File: config.mk
export PLATFORM = sky130hd
export DESIGN_NAME = ssg_security_gate
export DESIGN_NICKNAME = d
export VERILOG_FILES = /design/src/hdl/ssg_pkg.sv /design/src/hdl/ssg_gate.sv /design/src/hdl/ssg_security_gate.sv
export VERILOG_INCLUDE_DIRS = /design/src /design/src/hdl
export SDC_FILE = /design/constraint.sdc
export NUM_CORES = 1
export LEC_CHECK = 0
export BUFFER_PORTS_ARGS = -buffer_cell sky130_fd_sc_hd__buf_2
export CAP_MARGIN = 0
export CORE_ASPECT_RATIO = 0.9
export CORE_MARGIN = 5
export CORE_UTILIZATION = 30
export DETAILED_ROUTE_END_ITERATION = 8
export PLACE_DENSITY = 0.55
export SYNTH_ARGS = -nofsm -noshare
export SYNTH_HDL_FRONTEND = slang
export SYNTH_SLANG_ARGS = --single-unit
File: constraint.sdc
create_clock -name sys_clk_i -period 2.7 [get_ports sys_clk_i]
set_clock_uncertainty 0.15 [all_clocks]
set_input_delay 0.405 -clock sys_clk_i [delete_from_list [all_inputs] [get_ports sys_clk_i]]
set_output_delay 0.405 -clock sys_clk_i [all_outputs]
set_load 0.1 [all_outputs]
File: src/hdl/ssg_regs.svh
`ifndef SSG_REGS_SVH
`define SSG_REGS_SVH
// ----------------------------------------------------------------
// command classes presented by the decoder (4 bits)
// ----------------------------------------------------------------
`define SSG_CLS_W 4
`define SSG_CLS_NONMEDIA 4'h0
`define SSG_CLS_MEDIA 4'h1
`define SSG_CLS_SMART 4'h2
`define SSG_CLS_FLASH_ERASE 4'h3
`define SSG_CLS_FLASH_INFO 4'h4
`define SSG_CLS_SET_PW 4'h5
`define SSG_CLS_UNLOCK 4'h6
`define SSG_CLS_ERASE_PREP 4'h7
`define SSG_CLS_ERASE_UNIT 4'h8
`define SSG_CLS_FREEZE 4'h9
`define SSG_CLS_DISABLE_PW 4'ha
// ----------------------------------------------------------------
// attempt counter
// ----------------------------------------------------------------
`define SSG_TRY_W 3
`define SSG_TRY_LOAD 3'h5
`define SSG_TRY_ZERO 3'h0
`define SSG_TRY_ONE 3'h1
`endif

File: src/hdl/ssg_pkg.sv
package ssg_pkg;
   // security state of the device
   typedef enum logic [2:0] {
      SSG_DISABLED_OPEN,
      SSG_DISABLED_FROZEN,
      SSG_POWERED_DOWN_SECURED_STATE,
      SSG_POWERED_DOWN_OPEN,
      SSG_LOCKED_STATE,
      SSG_UNLOCKED_OPEN_STATE,
      SSG_UNLOCKED_FROZEN_STATE
   } ssg_state_e;
endpackage

File: src/hdl/ssg_gate.sv
`timescale 1ns/1ps
`include "ssg_regs.svh"
// --------------------------------------------------------------------
// permission table: combinational, one command class against state
// --------------------------------------------------------------------
module ssg_gate
   import ssg_pkg::*;
(
   // inputs
   input wire ssg_state_e state_i,
   input wire logic [`SSG_CLS_W-1:0] cls_i,
   input wire logic expired_i,
   // verdict
   output logic allow_o
);
   wire locked = (state_i == SSG_LOCKED_STATE);
   wire frozen = (state_i == SSG_UNLOCKED_FROZEN_STATE) |
                 (state_i == SSG_DISABLED_FROZEN);
   // one case per gated class; frozen covers both frozen states
   always_comb begin
      allow_o = 1'b1;
      case (cls_i)
         `SSG_CLS_MEDIA: allow_o = !locked;
         `SSG_CLS_FLASH_ERASE: allow_o = !locked;
         `SSG_CLS_SET_PW: allow_o = !locked && !frozen;
         `SSG_CLS_DISABLE_PW: allow_o = !locked && !frozen;
         `SSG_CLS_FREEZE: allow_o = !locked;
         `SSG_CLS_UNLOCK: allow_o = !frozen && !expired_i;
         `SSG_CLS_ERASE_UNIT: allow_o = !frozen && !expired_i;
         `SSG_CLS_ERASE_PREP: allow_o = !frozen;
         // non-media, smart and flash info always run
         default: allow_o = 1'b1;
      endcase
   end
endmodule

File: src/hdl/ssg_security_gate.sv
//Overview of operation
//- unlocked open plus freeze goes frozen
//- unlocked frozen reached only from unlocked open
//- power-down from unlocked goes secured down
//- hard reset from unlocked goes locked
//- frozen aborts password, unlock, erase commands
//- locked aborts media access commands
//- non-media commands run in every state
//- smart subcommands run in every state
//- locked aborts flash erase, runs translate
//- locked plus matching unlock goes unlocked
//- valid disable password goes disabled
//- prepare then erase unit goes disabled while tries remain
//- five tries loaded, zero aborts unlock
`timescale 1ns/1ps
`include "ssg_regs.svh"
module ssg_security_gate
   import ssg_pkg::*;
(
   // clock and reset
   input wire logic sys_clk_i,
   input wire logic resetn_i,
   // power and hardware reset events, one-cycle pulses
   input wire logic power_down_i,
   input wire logic power_up_i,
   input wire logic hard_reset_i,
   // command in, one-cycle strobe with class and password verdict
   input wire logic cmd_valid_i,
   input wire logic [`SSG_CLS_W-1:0] cmd_class_i,
   input wire logic pw_match_i,
   // verdict out, one cycle after the strobe
   output logic done_o,
   output logic exec_o,
   output logic abort_o,
   // state out
   output logic [2:0] state_o,
   output logic expired_o
);
   // ----------------------------------------------------------------
   // state record
   // ----------------------------------------------------------------
   typedef struct packed {
      ssg_state_e st;                 // security state
      logic [`SSG_TRY_W-1:0] tries;   // unlock attempts left
      logic prep;                     // last command was erase prepare
      logic done;
      logic exec;
      logic abort;
      logic expd;                     // no attempts left, held in a flop for a clean pin
   } ssg_s;

   ssg_s cur_ff;
   ssg_s nxt_ff;
   logic allow; // gate verdict for the current command
   logic expired;

   assign expired = cur_ff.expd;

   // ----------------------------------------------------------------
   // permission lookup
   // ----------------------------------------------------------------
   ssg_gate u_gate (
      .state_i(cur_ff.st),
      .cls_i(cmd_class_i),
      .expired_i(expired),
      .allow_o(allow)
   );

   // ----------------------------------------------------------------
   // next state: power events beat hard reset, which beats commands
   // ----------------------------------------------------------------
   always_comb begin
      nxt_ff = cur_ff;
      nxt_ff.done = 1'b0;
      nxt_ff.exec = 1'b0;
      nxt_ff.abort = 1'b0;
      if (power_down_i) begin
         // secured states fall to secured power-down
         case (cur_ff.st)
            SSG_LOCKED_STATE,
            SSG_UNLOCKED_OPEN_STATE,
            SSG_UNLOCKED_FROZEN_STATE: nxt_ff.st = SSG_POWERED_DOWN_SECURED_STATE;
            SSG_DISABLED_OPEN,
            SSG_DISABLED_FROZEN: nxt_ff.st = SSG_POWERED_DOWN_OPEN;
            default: nxt_ff.st = cur_ff.st;
         endcase
         nxt_ff.prep = 1'b0;
      end else if (power_up_i) begin
         // power-up reloads the attempt counter too
         case (cur_ff.st)
            SSG_POWERED_DOWN_SECURED_STATE: nxt_ff.st = SSG_LOCKED_STATE;
            SSG_POWERED_DOWN_OPEN: nxt_ff.st = SSG_DISABLED_OPEN;
            default: nxt_ff.st = cur_ff.st;
         endcase
         nxt_ff.tries = `SSG_TRY_LOAD;
         nxt_ff.prep = 1'b0;
      end else if (hard_reset_i) begin
         // password must be given again after a hard reset
         case (cur_ff.st)
            SSG_LOCKED_STATE,
            SSG_UNLOCKED_OPEN_STATE,
            SSG_UNLOCKED_FROZEN_STATE: nxt_ff.st = SSG_LOCKED_STATE;
            SSG_DISABLED_OPEN,
            SSG_DISABLED_FROZEN: nxt_ff.st = SSG_DISABLED_OPEN;
            default: nxt_ff.st = cur_ff.st;
         endcase
         nxt_ff.tries = `SSG_TRY_LOAD;
         nxt_ff.prep = 1'b0;
      end else if (cmd_valid_i) begin
         nxt_ff.done = 1'b1;
         // any command other than erase unit breaks the prepare pairing
         nxt_ff.prep = 1'b0;
         if (!allow) begin
            nxt_ff.abort = 1'b1;
         end else begin
            nxt_ff.exec = 1'b1;
            case (cmd_class_i)
               `SSG_CLS_FREEZE: begin
                  // unlocked open freezes into unlocked frozen, disabled open into disabled frozen
                  if (cur_ff.st == SSG_UNLOCKED_OPEN_STATE) begin
                     nxt_ff.st = SSG_UNLOCKED_FROZEN_STATE;
                  end else if (cur_ff.st == SSG_DISABLED_OPEN) begin
                     nxt_ff.st = SSG_DISABLED_FROZEN;
                  end
               end
               `SSG_CLS_SET_PW: begin
                  if (cur_ff.st == SSG_DISABLED_OPEN) begin
                     nxt_ff.st = SSG_UNLOCKED_OPEN_STATE;
                  end
               end
               `SSG_CLS_UNLOCK: begin
                  if (cur_ff.st == SSG_LOCKED_STATE) begin
                     if (pw_match_i) begin
                        nxt_ff.st = SSG_UNLOCKED_OPEN_STATE;
                     end else begin
                        // failed try costs one attempt; counter stops at zero
                        nxt_ff.tries = cur_ff.tries - `SSG_TRY_ONE;
                        nxt_ff.exec = 1'b0;
                        nxt_ff.abort = 1'b1;
                     end
                  end
               end
               `SSG_CLS_DISABLE_PW: begin
                  if (cur_ff.st == SSG_UNLOCKED_OPEN_STATE && pw_match_i) begin
                     nxt_ff.st = SSG_DISABLED_OPEN;
                  end
               end
               `SSG_CLS_ERASE_PREP: nxt_ff.prep = 1'b1;
               `SSG_CLS_ERASE_UNIT: begin
                  // only directly after prepare, from locked or unlocked open
                  if (cur_ff.prep && (cur_ff.st == SSG_LOCKED_STATE ||
                      cur_ff.st == SSG_UNLOCKED_OPEN_STATE)) begin
                     nxt_ff.st = SSG_DISABLED_OPEN;
                  end else begin
                     nxt_ff.exec = 1'b0;
                     nxt_ff.abort = 1'b1;
                  end
               end
               default: nxt_ff.st = cur_ff.st;
            endcase
         end
      end
      // flag follows the count it will sit beside, so the pin needs no gate
      nxt_ff.expd = (nxt_ff.tries == `SSG_TRY_ZERO);
   end

   // ----------------------------------------------------------------
   // registers; reset means first power-on into the locked state
   // ----------------------------------------------------------------
   always_ff @(posedge sys_clk_i) begin
      if (!resetn_i) begin
         cur_ff.st <= SSG_LOCKED_STATE;
         cur_ff.tries <= `SSG_TRY_LOAD;
         cur_ff.prep <= 1'b0;
         cur_ff.done <= 1'b0;
         cur_ff.exec <= 1'b0;
         cur_ff.abort <= 1'b0;
         cur_ff.expd <= 1'b0;
      end else begin
         cur_ff <= nxt_ff;
      end
   end

   // outputs straight from flip-flops
   assign done_o = cur_ff.done;
   assign exec_o = cur_ff.exec;
   assign abort_o = cur_ff.abort;
   assign state_o = cur_ff.st;
   assign expired_o = cur_ff.expd;

   // ----------------------------------------------------------------
   // checks
   // ----------------------------------------------------------------
   wire quiet = !power_down_i && !power_up_i && !hard_reset_i;
endmodule

==> summary by stage <==
Outcome
The run finished with clean final reports.

Clock network
TritonCTS built the clock tree. The count of hold-fix buffers inserted at cts is 0. Gates resized during post-CTS repair numbered 0. The maximum buffer depth of the clock tree is 2. The root cell of the clock tree is sky130_fd_sc_hd__clkbuf_8. The clock transition at the registers of the reported paths is 0.06 ns. After clock tree synthesis, the setup repair step added 0 buffers. The clock sink total is 11.

The level count of the clock H-tree is 1. The worst-skew pair later-pin latency is 0.25 ns. TritonCTS created 3 clock buffers.

Global routing
The total congestion overflow is 0. The global routing stage identified its most utilized layer as met2. The via count of the first global-routing pass is 970. For this run, the total global-route usage over all layers was measured as 11.6%. For met2 alone, demand over resource in global routing was 18.2%. The initial antenna violation count is 0.

Entering global routing, the biggest net connects 13 pins. In the global route stage, met3 resource usage came out at 4.79%. The wire length of the first global-routing pass is 4310 um. The global routing met1 resource utilization is 14.3%.

STA
The number of max-slew violations in the final report is 0. Setup violations remaining at the end of the flow were counted as 0. The worst-case hold slack is roughly 0.29 ns.

The number of hold-slack violations in the final timing report came to 0. The worst-case headroom to the max-slew limit is 67.4%. After routing, the total negative slack on setup checks comes to 0 ns.

Setup repair after global routing left no endpoint under its margin. The time the final worst path needs with I/O delays and setup is 2.29 ns. The achievable frequency is between 400 and 500 MHz.

Once routing completed, OpenROAD measured the worst setup slack at slightly above 0.4 ns. The transition time at the pin with the least slew margin is 0.493 ns. Dividing the final minimum period by the clock period gives 84.8%.

Worst setup path
The startpoint of the most critical register-to-register path is state_o[0]. The category of the worst setup path capture point is a flip-flop. The kind of start point of the critical path is a flip-flop. The peak per-stage delay on the critical path is ~0.54 ns. At the worst endpoint, the required time is 2.68 ns.

The most critical setup path has its startpoint at state_o[0]. For the worst setup path, the data arrival time is 2.27 ns. The number of cells on the worst reg-to-reg path is 6.

The signal on the critical path passes through or3b_4, or4_4, nor2_4, and3b_1, mux2i_1, nor3_2. The largest fanout on the critical path is 8. The slowest library cell on the worst path is sky130_fd_sc_hd__or4_4.

The setup path with the least slack is of type reg2reg.

Synth
The post-synthesis net count is around 140. The proportion of register bits with asynchronous set or reset after synthesis is 0%. The area share of the largest cell type after synthesis is 22.0%. The number of warnings printed during yosys synthesis is 0. Counting every instance in the synthesized netlist gives 132. The netlist uses 48 different library cells. The synthesized design contains 0 enable-type register cells. A synthesized cell averages 7.57 um2. Among all flip-flop cells after synthesis, the most frequent one is sky130_fd_sc_hd__dfxtp_1. After synthesis, the most frequently instantiated cells are 13 x sky130_fd_sc_hd__nor2_1, 12 x sky130_fd_sc_hd__a21oi_1, 11 x sky130_fd_sc_hd__dfxtp_1. Among all cell types in the netlist, the one instantiated most often is sky130_fd_sc_hd__nor2_1. The share of synthesized area occupied by flip-flops and latches is between 20% and 30%. The post-synthesis register bit count is 11.

The cell type with the highest aggregate area in the netlist is sky130_fd_sc_hd__dfxtp_1. After synthesis, the cell types taking the most area are sky130_fd_sc_hd__dfxtp_1 22%, sky130_fd_sc_hd__a21oi_1 6.0%, sky130_fd_sc_hd__nor2_1 4.9%, sky130_fd_sc_hd__a211oi_1 3.8%, sky130_fd_sc_hd__nand3b_1 3.8%. The mapped cell area is 1000 um2.

Drt
The total number of vias is 1,016. Using the TritonRoute via totals, the vias-per-cell ratio works out to approximately 5.4. After detailed routing, the average wire length per cell comes to 13.6 um.

In this run the remaining antenna-violating nets after routing total 0. For this block, the routed nets add up to ~2500 um of wire. Before antenna repair, the detailed router went through 4 iterations. The number of violations reported at the end of detailed-routing iteration 0 is 37.

The DRC violation count after routing is 0.

Min path
The worst hold path was traced through 2 stages. In this run the worst hold path is classified as in2reg. The hold path startpoint is resetn_i.

Pwr
The register share of total power is 31.9%. The switching component of the power is approximately 0.21 mW. The combinational fraction of design power is a little over a third. The completed layout was analyzed and its total power is between 0.5 and 0.6 mW. Across the VDD grid, the largest voltage drop is roughly 250 uV. Cell internal power was estimated by the tool at between 0.3 and 0.4 mW.

The clock network burns 31.8% of the power. In this run the static leakage power is 0.468 nW. Net switching is 38.8% of the power. The power density over cell area is ~480 nW/um2.

Finish
The fraction of final layout cells with drive strength greater than 1 is 24.1%. The final layout net count is roughly 160. The area added between synthesis and finish is 13.3%. 0 antenna diodes ended up in the layout. The filler cell count in the final layout is 353.

Floorplanning
The starting density of the core is 31.9%. 18 I/O pins were placed. After floorplanning, the core was divided into 19 placement rows. The placeable core area is 3140 um2.

The die is 64.8 um tall. The die covers 4590 um2. The die boundary width is 70.9 um.

Place
Prior to clock tree synthesis, the placed netlist has a worst setup slack of about 0.35 ns. The routability-driven placement congestion ratio is 0.909. The total of buffers placed on input and output ports is 17.

The final HPWL from detailed placement is roughly 2000 um.

Flow run
The tool flagged a number of max-cap violations equal to 0.
-- sequential cells by signal, summed over array words and instances (netlist names) --
register / cells
expired_o: 1
abort_o: 1
exec_o: 1
cur_ff: 4
state_o: 3
done_o: 1
-- worst paths after layout --
path / to / slack, ns
setup / recovery: expired_o / 0.41
hold / removal: cur_ff[6] / 0.29
setup reg to reg: expired_o / 0.41
hold reg to reg: cur_ff[4] / 0.32
-- layout make-up --
cell class              count  area, um2  area share [%]
clock buffers               3       41.3            3.65
clock inverters             1       5.00           0.442
multi-input cells         101        672            59.3
flip-flops and latches     11        220            19.4
inverters                   9       33.8            2.98
repair buffers             20        108            9.50
well taps                  42       52.6            4.64
-- cells by family after synthesis --
group / after synthesis / share of synthesized area (%)
XOR/XNOR: 2 / 1.75
AND/OR/NAND/NOR: 58 / 34.7
buffers and inverters: 20 / 10.8
flip-flops: 11 / 22.0
adder cells (fa/ha/maj): 1 / 1.25
AO/OA/AOI/OAI: 38 / 27.5
multiplexers: 2 / 2.00
-- cells in the final DEF, fill, tap and decap left out, types with 2 or more instances in the layout --
master,Yosys,layout
sky130_fd_sc_hd__a211oi_1,5,5
sky130_fd_sc_hd__nand3_1,3,3
sky130_fd_sc_hd__nor2_1,13,13
sky130_fd_sc_hd__dfxtp_1,11,11
sky130_fd_sc_hd__and3b_1,2,2
sky130_fd_sc_hd__or3_1,2,2
sky130_fd_sc_hd__nand2b_1,3,3
sky130_fd_sc_hd__nand3b_1,5,5
sky130_fd_sc_hd__buf_2,2,17
sky130_fd_sc_hd__o211ai_1,2,2
sky130_fd_sc_hd__buf_4,4,3
sky130_fd_sc_hd__nor3_1,6,6
sky130_fd_sc_hd__clkbuf_8,0,3
sky130_fd_sc_hd__a211oi_2,2,2
sky130_fd_sc_hd__nor3b_1,2,2
sky130_fd_sc_hd__a31oi_1,2,2
sky130_fd_sc_hd__nand2_1,5,5
sky130_fd_sc_hd__nor2b_1,5,5
sky130_fd_sc_hd__a21o_1,2,2
sky130_fd_sc_hd__mux2i_1,2,2
sky130_fd_sc_hd__a21oi_1,12,12
sky130_fd_sc_hd__inv_1,9,9
sky130_fd_sc_hd__or2_2,2,2
sky130_fd_sc_hd__o21ai_0,3,3
-- routing by layer --
metal / up-vias / wire [um]
li1: 504 / -
met1: 467 / 1170
met2: 37 / 1170
met3: 8 / 152
met4: 0 / 54
met5: - / 0
-- power groups by stage --
stage | registers [mW] | clock network [mW] | logic [mW]
floorplan | 0.182 | 0 | 0.159
global placement | 0.178 | 0 | 0.195
detailed placement | 0.178 | 0 | 0.197
CTS | 0.175 | 0.181 | 0.197
global route | 0.176 | 0.191 | 0.215
finish | 0.174 | 0.174 | 0.199
-- per-stage QoR --
stage / instances / util (%) / instance area (um2)
3_5_place_dp: 183 / 34.6 / 1090
5_1_grt: 187 / 36.1 / 1130
4_1_cts: 187 / 36.1 / 1130
3_3_place_gp: 183 / 34.6 / 1090
2_1_floorplan: 132 / - / 1000
6_report: 187 / 36.1 / 1130
-- critical path: cells and delay by family (launching register included) --
kind             cells  cell delay, ns
muxes                1            0.23
and+or+nand+nor      5            1.41
DFF                  1            0.38
No activity file was read; power rests on OpenSTA's default activity.
